[src/pkg/lgc_pkg.sv]
package lgc_pkg;

  localparam int unsigned NUM_CH       = 8;
  localparam int unsigned REG_W        = 8;

  // Printed offsets are not all multiples of four, so they are word indexes.
  localparam logic [7:0]  IDX_AUTO_AO  = 8'h0E;
  localparam logic [7:0]  IDX_GLOBAL   = 8'h0F;
  localparam logic [7:0]  IDX_LL_SEL   = 8'h10;
  localparam logic [7:0]  IDX_LL_DATA  = 8'h11;
  localparam logic [7:0]  IDX_PH_ADDR  = 8'h17;
  localparam logic [7:0]  IDX_PH_DATA  = 8'h18;

  localparam logic [7:0]  RST_AUTO_AO  = 8'h00;
  localparam logic [7:0]  RST_GLOBAL   = 8'h00;
  localparam logic [7:0]  RST_LL_SEL   = 8'h00;
  localparam logic [7:0]  RST_LL_DATA  = 8'h00;
  localparam logic [7:0]  RST_PH_ADDR  = 8'h00;

  localparam int unsigned GC_AUTO_INC  = 7;
  localparam int unsigned GC_RX_AIS    = 6;
  localparam int unsigned GC_RSVD      = 5;
  localparam int unsigned GC_CODE      = 4;
  localparam int unsigned GC_FIFO      = 3;
  localparam int unsigned GC_CORNER    = 2;
  localparam int unsigned GC_POS_HI    = 1;
  localparam int unsigned GC_POS_LO    = 0;

  localparam int unsigned LL_ID_HI     = 2;
  localparam int unsigned PH_SAMPLE_W  = 5;

  localparam logic [6:0]  FIFO_DEPTH_SHORT = 7'h20;
  localparam logic [6:0]  FIFO_DEPTH_LONG  = 7'h40;

  typedef enum logic [1:0] {
    LGC_JA_OFF_A = 2'h0,
    LGC_JA_TX    = 2'h1,
    LGC_JA_OFF_B = 2'h2,
    LGC_JA_RX    = 2'h3
  } lgc_ja_pos_e;

  typedef enum logic {
    LGC_CODE_ZS  = 1'h0,
    LGC_CODE_AMI = 1'h1
  } lgc_code_e;

  function automatic logic [7:0] lgc_word_index(input logic [11:0] paddr);
    lgc_word_index = paddr[9:2];
  endfunction : lgc_word_index

endpackage : lgc_pkg

[src/pkg/lgc_cfg_if.sv]
`timescale 1ns/1ns
`default_nettype none
interface lgc_cfg_if;
  import lgc_pkg::*;
  logic [7:0] auto_ao;
  logic [7:0] global_ctl;
  logic [7:0] ll_sel;
  modport src (output auto_ao, output global_ctl, output ll_sel);
  modport dst (input auto_ao, input global_ctl, input ll_sel);
endinterface : lgc_cfg_if
`default_nettype wire

[src/lgc_ll_store.sv]
`timescale 1ns/1ns
`default_nettype none
// Per-channel line-length data, addressed by the channel id.
module lgc_ll_store (
  // Clock and reset
  input  wire logic       clock,
  input  wire logic       reset_n,
  input  wire logic       clk_en,
  // Access
  input  wire logic [2:0] chan,
  input  wire logic       wr,
  input  wire logic [7:0] wdata,
  output logic      [7:0] rdata
);
  import lgc_pkg::*;

  logic [7:0] mem_q [NUM_CH];

  always_ff @(posedge clock or negedge reset_n) begin
    if (!reset_n) begin
      for (int i = 0; i < NUM_CH; i++) begin
        mem_q[i] <= RST_LL_DATA;
      end
    end else if (clk_en && wr) begin
      mem_q[chan] <= wdata;
    end
  end

  assign rdata = mem_q[chan];

endmodule : lgc_ll_store
`default_nettype wire

[src/lgc_chan_ctl.sv]
`timescale 1ns/1ns
`default_nettype none
// Per-channel loss-of-signal actions driven by the auto all-ones mask and the global settings.
module lgc_chan_ctl (
  // Clock and reset
  input  wire logic       clock,
  input  wire logic       reset_n,
  input  wire logic       clk_en,
  // Configuration
  lgc_cfg_if.dst          cfg,
  // Receiver status
  input  wire logic [7:0] los_in,
  // Actions
  output logic      [7:0] tx_all_ones,
  output logic      [7:0] rx_ais_insert
);
  import lgc_pkg::*;

  logic [7:0] los_q;

  always_ff @(posedge clock or negedge reset_n) begin
    if (!reset_n) begin
      los_q <= 8'h00;
    end else if (clk_en) begin
      los_q <= los_in;
    end
  end

  assign tx_all_ones   = los_q & cfg.auto_ao;
  assign rx_ais_insert = los_q & {NUM_CH{cfg.global_ctl[GC_RX_AIS]}};

endmodule : lgc_chan_ctl
`default_nettype wire

[src/lgc_regs.sv]
`timescale 1ns/1ns
`default_nettype none
module lgc_regs (
  // Clock, enable and reset
  input  wire logic        clock,
  input  wire logic        reset_n,
  input  wire logic        clk_en,
  // APB slave
  input  wire logic        psel,
  input  wire logic        penable,
  input  wire logic        pwrite,
  input  wire logic [11:0] paddr,
  input  wire logic [31:0] pwdata,
  output logic      [31:0] prdata,
  output logic             pready,
  output logic             pslverr,
  // Receiver status
  input  wire logic [7:0]  los_in,
  // Channel actions
  output logic      [7:0]  tx_all_ones,
  output logic      [7:0]  rx_ais_insert,
  // Global and line-length channel settings to the datapaths
  output lgc_pkg::lgc_code_e   line_code_select,
  output logic      [6:0]  jitter_fifo_depth,
  output logic             jitter_corner_select,
  output logic             ja_in_tx,
  output logic             ja_in_rx,
  output logic      [7:0]  ll_chan_onehot,
  // Waveform generator data port
  output logic      [7:0]  ph_addr,
  output logic             ph_access
);
  import lgc_pkg::*;

  lgc_cfg_if cfg ();

  logic [7:0]  auto_ao_q;
  logic [7:0]  global_q;
  logic [7:0]  ll_sel_q;
  logic [7:0]  ph_addr_q;
  logic [31:0] prdata_q;
  logic        pready_q;
  logic        pslverr_q;
  logic [7:0]  tx_ao_q;
  logic [7:0]  rx_ais_q;
  logic        code_q;
  logic [6:0]  depth_q;
  logic        corner_q;
  logic        ja_tx_q;
  logic        ja_rx_q;
  logic [7:0]  onehot_q;
  logic        ph_acc_q;

  logic [7:0]  idx;
  logic        acc;
  logic        wr;
  logic        mapped;
  logic [7:0]  rd_d;
  logic [7:0]  ll_rdata;
  logic [7:0]  tx_ao_d;
  logic [7:0]  rx_ais_d;
  logic        ll_wr;
  logic        ph_hit;

  assign cfg.auto_ao    = auto_ao_q;
  assign cfg.global_ctl = global_q;
  assign cfg.ll_sel     = ll_sel_q;

  // A request is taken in the first access cycle; the answer comes one cycle later.
  assign idx    = lgc_word_index(paddr);
  assign acc    = psel && penable && !pready_q;
  assign wr     = acc && pwrite;
  assign ll_wr  = wr && mapped && (idx == IDX_LL_DATA);
  assign ph_hit = acc && mapped && (idx == IDX_PH_DATA);

  always_comb begin
    mapped = 1'b1;
    rd_d   = 8'h00;
    case (idx)
      IDX_AUTO_AO: rd_d = auto_ao_q;
      IDX_GLOBAL:  rd_d = global_q;
      IDX_LL_SEL:  rd_d = ll_sel_q;
      IDX_LL_DATA: rd_d = ll_rdata;
      IDX_PH_ADDR: rd_d = ph_addr_q;
      IDX_PH_DATA: rd_d = 8'h00;
      default:     mapped = 1'b0;
    endcase
    if (paddr[1:0] != 2'h0 || paddr[11:10] != 2'h0) begin
      mapped = 1'b0;
    end
  end

  always_ff @(posedge clock or negedge reset_n) begin
    if (!reset_n) begin
      pready_q  <= 1'b0;
      pslverr_q <= 1'b0;
      prdata_q  <= 32'h0000_0000;
    end else if (clk_en) begin
      pready_q  <= acc;
      pslverr_q <= acc && !mapped;
      if (acc && !pwrite) begin
        prdata_q <= {24'h00_0000, rd_d};
      end
    end
  end

  always_ff @(posedge clock or negedge reset_n) begin
    if (!reset_n) begin
      auto_ao_q <= RST_AUTO_AO;
    end else if (clk_en && wr && mapped && idx == IDX_AUTO_AO) begin
      auto_ao_q <= pwdata[7:0];
    end
  end

  always_ff @(posedge clock or negedge reset_n) begin
    if (!reset_n) begin
      global_q <= RST_GLOBAL;
    end else if (clk_en && wr && mapped && idx == IDX_GLOBAL) begin
      global_q <= pwdata[7:0];
    end
  end

  always_ff @(posedge clock or negedge reset_n) begin
    if (!reset_n) begin
      ll_sel_q <= RST_LL_SEL;
    end else if (clk_en && wr && mapped && idx == IDX_LL_SEL) begin
      ll_sel_q <= pwdata[7:0];
    end
  end

  // Auto-increment wraps within the phase-sample field and keeps the upper bits.
  always_ff @(posedge clock or negedge reset_n) begin
    if (!reset_n) begin
      ph_addr_q <= RST_PH_ADDR;
    end else if (clk_en) begin
      if (wr && mapped && idx == IDX_PH_ADDR) begin
        ph_addr_q <= pwdata[7:0];
      end else if (ph_hit && global_q[GC_AUTO_INC]) begin
        ph_addr_q[PH_SAMPLE_W-1:0] <= ph_addr_q[PH_SAMPLE_W-1:0] + 5'h01;
      end
    end
  end

  always_ff @(posedge clock or negedge reset_n) begin
    if (!reset_n) begin
      ph_acc_q <= 1'b0;
    end else if (clk_en) begin
      ph_acc_q <= ph_hit;
    end
  end

  lgc_ll_store u_store (
    .clock   (clock),
    .reset_n (reset_n),
    .clk_en  (clk_en),
    .chan    (ll_sel_q[LL_ID_HI:0]),
    .wr      (ll_wr),
    .wdata   (pwdata[7:0]),
    .rdata   (ll_rdata)
  );

  lgc_chan_ctl u_chan (
    .clock         (clock),
    .reset_n       (reset_n),
    .clk_en        (clk_en),
    .cfg           (cfg),
    .los_in        (los_in),
    .tx_all_ones   (tx_ao_d),
    .rx_ais_insert (rx_ais_d)
  );

  always_ff @(posedge clock or negedge reset_n) begin
    if (!reset_n) begin
      tx_ao_q  <= 8'h00;
      rx_ais_q <= 8'h00;
    end else if (clk_en) begin
      tx_ao_q  <= tx_ao_d;
      rx_ais_q <= rx_ais_d;
    end
  end

  always_ff @(posedge clock or negedge reset_n) begin
    if (!reset_n) begin
      code_q   <= 1'b0;
      depth_q  <= FIFO_DEPTH_SHORT;
      corner_q <= 1'b0;
      ja_tx_q  <= 1'b0;
      ja_rx_q  <= 1'b0;
      onehot_q <= 8'h01;
    end else if (clk_en) begin
      code_q   <= global_q[GC_CODE];
      depth_q  <= global_q[GC_FIFO] ? FIFO_DEPTH_LONG : FIFO_DEPTH_SHORT;
      corner_q <= global_q[GC_CORNER];
      case (lgc_ja_pos_e'(global_q[GC_POS_HI:GC_POS_LO]))
        LGC_JA_TX: begin
          ja_tx_q <= 1'b1;
          ja_rx_q <= 1'b0;
        end
        LGC_JA_RX: begin
          ja_tx_q <= 1'b0;
          ja_rx_q <= 1'b1;
        end
        default: begin
          ja_tx_q <= 1'b0;
          ja_rx_q <= 1'b0;
        end
      endcase
      onehot_q <= 8'h01 << ll_sel_q[LL_ID_HI:0];
    end
  end

  assign prdata               = prdata_q;
  assign pready               = pready_q;
  assign pslverr              = pslverr_q;
  assign tx_all_ones          = tx_ao_q;
  assign rx_ais_insert        = rx_ais_q;
  assign line_code_select     = lgc_code_e'(code_q);
  assign jitter_fifo_depth    = depth_q;
  assign jitter_corner_select = corner_q;
  assign ja_in_tx             = ja_tx_q;
  assign ja_in_rx             = ja_rx_q;
  assign ll_chan_onehot       = onehot_q;
  assign ph_addr              = ph_addr_q;
  assign ph_access            = ph_acc_q;

endmodule : lgc_regs
`default_nettype wire

[config.mk]
export PLATFORM = sky130hd
export DESIGN_NAME = lgc_regs
export DESIGN_NICKNAME = d
export VERILOG_FILES = /design/src/pkg/lgc_pkg.sv /design/src/pkg/lgc_cfg_if.sv /design/src/lgc_ll_store.sv /design/src/lgc_chan_ctl.sv /design/src/lgc_regs.sv
export SDC_FILE = /design/constraint.sdc
export NUM_CORES = 1
export LEC_CHECK = 0
export BUFFER_PORTS_ARGS = -buffer_cell sky130_fd_sc_hd__buf_2
export CELL_PAD_IN_SITES_DETAIL_PLACEMENT = 1
export CELL_PAD_IN_SITES_GLOBAL_PLACEMENT = 1
export CORE_AREA = 2 2 127 129
export CTS_BUF_LIST = sky130_fd_sc_hd__clkbuf_4 sky130_fd_sc_hd__clkbuf_8
export CTS_CLUSTER_SIZE = 10
export DETAILED_ROUTE_END_ITERATION = 10
export DIE_AREA = 0 0 129 131
export PLACE_DENSITY_LB_ADDON = 0.15
export SYNTH_ARGS = -nofsm -noshare
export SYNTH_HDL_FRONTEND = slang
export SYNTH_SLANG_ARGS = --single-unit
[constraint.sdc]
create_clock -name clock -period 2.6 [get_ports clock]
set_input_delay 0.26 -clock clock [delete_from_list [all_inputs] [get_ports clock]]
set_output_delay 0.26 -clock clock [all_outputs]
set_load 0.02 [all_outputs]
After elaboration in Yosys (flattened, before gate mapping)

Cells that the tools add are included.

Bits in registers: 150
Output and inout port bits: 78

Eq/ne operators: 8
Add/sub/neg operators: 1
Reductions and logical operators: 29
Shift operators: 1
Bitwise operators: 3
Mux-type cells: 14
$lt $le $gt $ge: 2

Operator list:

| operator                                                   | count |
|---|---|
| bitwise mux 64 bit                                         | 1 |
| one-hot mux 8 bit (5 select lines)                         | 1 |
| equality test 8 x 5 -> 1 bit, second input constant        | 4 |
| binary-select mux 8 bit (select 3 bit)                     | 1 |
| demux 8 bit (select 3 bit)                                 | 1 |
| 2-to-1 mux 8 bit                                           | 3 |
| logical AND 1 bit                                          | 18 |
| bitwise AND 8 bit                                          | 2 |
| equality test 8 x 4 -> 1 bit, second input constant        | 2 |
| 2-to-1 mux 5 bit                                           | 2 |
| left shift 1 x 3 -> 8 bit, first input constant            | 1 |
| 2-to-1 mux 7 bit                                           | 1 |
| AND reduction 2 bit                                        | 3 |
| nonzero test 2 bit                                         | 3 |
| OR reduction 6 bit                                         | 1 |
| adder 5 x 1 -> 5 bit, second input constant                | 1 |
| >= comparator 4 bit, second input constant                 | 1 |
| less-than comparator 4 x 1 -> 1 bit, second input constant | 1 |
| 2-to-1 mux 1 bit                                           | 4 |
| inverter 3 -> 4 bit                                        | 1 |
| zero test 1 bit                                            | 3 |
| equality test 2 x 1 -> 1 bit, second input constant        | 1 |
| equality test 2 bit, second input constant                 | 1 |
| logical OR 1 bit                                           | 1 |

Longest topological paths before layout

Word-level depth: 9
Mapped depth: 8

Hierarchy

From an unflattened synthesis, not the netlist that was laid out.

Cell total of the unflattened synthesis: 509
Area total of the unflattened synthesis: 7088.0 µm²

By module, submodules not included:

| module       | sequential area each (µm²) | times used | cells an instance | area each (µm²) |
|---|---|---|---|---|
| lgc_regs     | 1829.3                     | 1          | 298               | 3656.0 |
| lgc_ll_store | 1601.5                     | 1          | 178               | 3000.4 |
| lgc_chan_ctl | 200.2                      | 1          | 33                | 431.7 |

Worst setup path before layout

No wires, ideal clock.

Kind: in2reg
Start: in paddr[1]
End: reg auto_ao_q[0]
Arrival time: 2078 ps
Required time: 2475 ps
Slack: 397 ps
Buffers on the path: 1
Stages: 5
Cells stage by stage: or4_1 > buf_2 > or4_4 > nor3_4 > mux2_2

Longest elaborated chain between the ends: 5

RTL lines:

| item                            | RTL line        | RTL |
|---|---|---|
| from (decl)                     | lgc_regs.sv:12  | `input wire logic [11:0] paddr,` |
| nonzero test 2 bit              | lgc_regs.sv:88  | `if (paddr[1:0] != 2'h0 \|\| paddr[11:10] != 2'h0) begin` |
| logical OR 1 bit                | lgc_regs.sv:88  |  |
| 2-to-1 mux 1 bit                | lgc_regs.sv:88  |  |
| logical AND 1 bit (2 in series) | lgc_regs.sv:110 | `end else if (clk_en && wr && mapped && idx == IDX_AUTO_AO) begin` |
| to (signal assigned)            | lgc_regs.sv:111 | `auto_ao_q <= pwdata[7:0];` |
| to (decl)                       | lgc_regs.sv:37  | `logic [7:0] auto_ao_q;` |

No other way between the ends.
A chain may end at the register's enable or synchronous reset.

Final worst setup path

Start: reg ll_sel_q[0] (netlist: cfg.ll_sel[0])
End: reg prdata_q[2] (netlist: prdata[2])

Longest elaborated chain between the ends: 5

RTL lines:

| item                                                 | RTL line           | RTL |
|---|---|---|
| from (decl)                                          | lgc_regs.sv:39     | `logic [7:0] ll_sel_q;` |
| from (signal assigned)                               | lgc_regs.sv:127    | `ll_sel_q <= pwdata[7:0];` |
| inverter 3 -> 4 bit (implied by the code)            | lgc_ll_store.sv:29 | `assign rdata = mem_q[chan];` |
| binary-select mux 8 bit (select 3 bit)               | lgc_ll_store.sv:29 |  |
| 2-to-1 mux 8 bit (implied by the code) (2 in series) | lgc_ll_store.sv:29 |  |
| one-hot mux 8 bit (5 select lines)                   | lgc_regs.sv:79     | `case (idx)` |
| to (signal assigned)                                 | lgc_regs.sv:102    | `prdata_q <= {24'h00_0000, rd_d};` |
| to (decl)                                            | lgc_regs.sv:41     | `logic [31:0] prdata_q;` |

No other way between the ends. The select of a mux whose other input is x is not followed.

==> results.cfg <==
[timing]
skew_ps = 16.20
holdWs_ps = 40.29
hold_viol = 0
fin_tns_setup_ps = 0
slew_violations = 0
min_period_ps = 2367
rsz0062_at_grt = no
tightestPinTransition_ps = 747.8
period_share_pct = 91.06
worst_slew_margin_rel_pct = 50.15
setup_viol = 0
timing.fmax_mhz = 422.4

[synth]
synth_seq_area_share_pct = 52.11
synth.area.top_cells = dfrtp_1 (51%), mux2_2 (18%), buf_4 (3.1%), o21ai_0 (2.8%), mux2i_1 (2.6%)
ys.warnings.count = 0
yosysUniqueCellTypes = 56
async_flop_share_pct = 100.0
syn_area_per_cell_um2 = 12.14
synth_ff_type = dfrtp_1
yosys_register_bits = 145
synth_edf_count = 0
synth_cells = 574
synthesis.area_um2 = 6968
synth_top_cell_area_share_pct = 51.36
yosysTopAreaCell = dfrtp_1

[placement]
hpwl_um = 12830
dp.cells = 867
globalplace.congestion = 0.8167
placed_area_um2 = 7704
port_buffers = 82

[clock_tree]
insertion_delay_ps = 450
root_buffer = clkbuf_8
cts_tree = done
clkTransAtPathRegs_ps = 80
clockBufferDepth = 2
cts.sinks = 145
numCtsBuffers = 17
htreeDepth = 4
postCtsSetupRepairBufs = 0

[layout]
stdcell_area_um2 = 8142
final_common_cell = dfrtp_1
area_growth_pct = 16.84
diodes = 0
fin_cells = 900
fill_cells = 1637
layout_common_cells = dfrtp_1 (143), mux2_2 (112), buf_2 (81), o21ai_0 (39), nand2_1 (31)
finalNetCount = 730
drive_gt1_share_pct = 41.52

[critical_path]
crit_cells = 5
crit_arrival_ps = 2690
rrSetupSlack_ps = 230
required_ps = 2930
worstPathCellList = clkinv_1, a221oi_1, o22ai_1, a221oi_1, o21ai_0
critPathMaxFanout = 10
reg2reg_depth = 5
cpMaxStageDelayCell = dfrtp_1
endpoint_kind = flip-flop
cp_top_family = compound AO/OA/AOI/OAI gates
timing.rr.start = cfg.ll_sel[0]
criticalPathCategory = flip-flop to flip-flop
crit_path_frequent_cell = a221oi_1
crit_start = cfg.ll_sel[0]
cp-start-kind = flip-flop
r2r-end = prdata[2]
crit_buf_inv = 1
cpPeakStageDelay_ps = 650
crit_path_end = prdata[2]

[hold_path]
worstHoldStart = los_in[6]
hp-class = primary input to flip-flop

[die]
dieArea_um2 = 16900
num_rows = 46
chipWidth_um = 129
die_h_um = 131
core_area_um2 = 15600
initial_core_util_pct = 44.67
ios = 136

[drt]
final_antenna_net_count = 0
drt_iter0_drc = 217
dr.pass1.iters = 5
num_vias = 4856
wl_per_cell_um = 20.18
wl_um = 18160
via_per_inst = 5.396
drc_errors = 0

[global_routing]
grt_pass1_vias = 5166
antenna_found_initial = 0
grt.total_usage_pct = 22.77
grt_pass1_wl_um = 28920
overflow = 0
grt_max_degree = 71

[pwr]
vdd_drop_max_mv = 0.3188
leakage_nw = 4.009
powerDensity_nw_per_um2 = 543.4

[status]
status = finished, final reports clean

[run]
maxCapViolCount = 0
## state kept, by name, summed over array words and instances (netlist names), 8 cells and up
name,count
tx_all_ones,8
rx_ais_insert,8
u_chan.los_q,8
cfg.global_ctl,8
ll_chan_onehot,8
prdata,8
auto_ao_q,8
cfg.ll_sel,8
ph_addr,8
u_store.mem_q,64
## cell families (layout without fill, tap and decap cells)
| family | count (synthesis) | count (layout) | synth area share (%) |
|---|---|---|---|
| flops | 145 | 145 | 52.11 |
| mux | 135 | 135 | 22.14 |
| simple gates | 110 | 110 | 10.36 |
| compound gates | 93 | 93 | 8.745 |
| buf+inv | 89 | 171 | 6.411 |
| fa+ha+maj | 1 | 1 | 0.1795 |
| other cells | 1 | 29 | 0.05382 |
## cell type report
type	instances	area, um^2	area share (%)
Sequential cell	145	3631	44.60
Multi-Input combinational cell	368	2995	36.79
Timing Repair Buffer	111	711.9	8.744
Clock buffer	23	297.8	3.658
Tap cell	216	270.3	3.319
Clock inverter	9	130.1	1.598
Inverter	28	105.1	1.291
## timing repair
action / CTS / global route
hold endpoints to repair: 66 / 0
gates resized for setup: 0 / 0
setup endpoints to repair: 0 / 0
hold buffers: 1 / 0
## synth_stat cells, types with 12 or more instances
| cell type | number |
|---|---|
| clkbuf_1 | 24 |
| nand3_1 | 16 |
| a221oi_1 | 12 |
| nor2_1 | 14 |
| buf_4 | 29 |
| mux2i_1 | 18 |
| inv_1 | 27 |
| mux2_2 | 112 |
| nand2_1 | 31 |
| dfrtp_1 | 143 |
| o21ai_0 | 39 |
| a21oi_1 | 13 |
## stage by stage
stage          util, %  power (W)  setup WS, ps
4_1_cts          52.20   0.004484         219.3
5_1_grt          52.20   0.004600         100.1
6_report         52.20   0.004424         232.5
3_5_place_dp     49.39   0.002559         72.76
2_1_floorplan        -   0.002473         396.9
3_3_place_gp     49.39   0.002550         129.9
## layer usage
metal / GRT usage (%) / vias up / wire (um)
li1: - / 2201 / -
met1: 28.88 / 2541 / 7816
met2: 40.24 / 98 / 9562
met3: 3.787 / 16 / 605
met4: 6.905 / 0 / 178
met5: 0 / - / 0
## worst reg2reg max path, stage by stage, from the launching register on
cell	delay, ps
dfrtp_1	650
clkinv_1	510
a221oi_1	450
o22ai_1	220
a221oi_1	300
o21ai_0	120
## power by group
part           total [W]  internal [W]  switching, W
clock            0.00191       0.00106      0.000854
sequential       0.00228       0.00227     0.0000131
combinational   0.000230     0.0000580      0.000172
## worst min-delay path by stage
stage | slack, ps | to | cells after the start
floorplan | -40 | auto_ao_q[0] | 0
global placement | 300 | rx_ais_insert[0] | 1
detailed placement | 320 | rx_ais_insert[0] | 1
CTS | 10 | u_chan.los_q[6] | 2
global route | 30 | u_chan.los_q[4] | 2
finish | 40 | u_chan.los_q[6] | 2
Note: power is estimated with default switching activity, not from simulation.
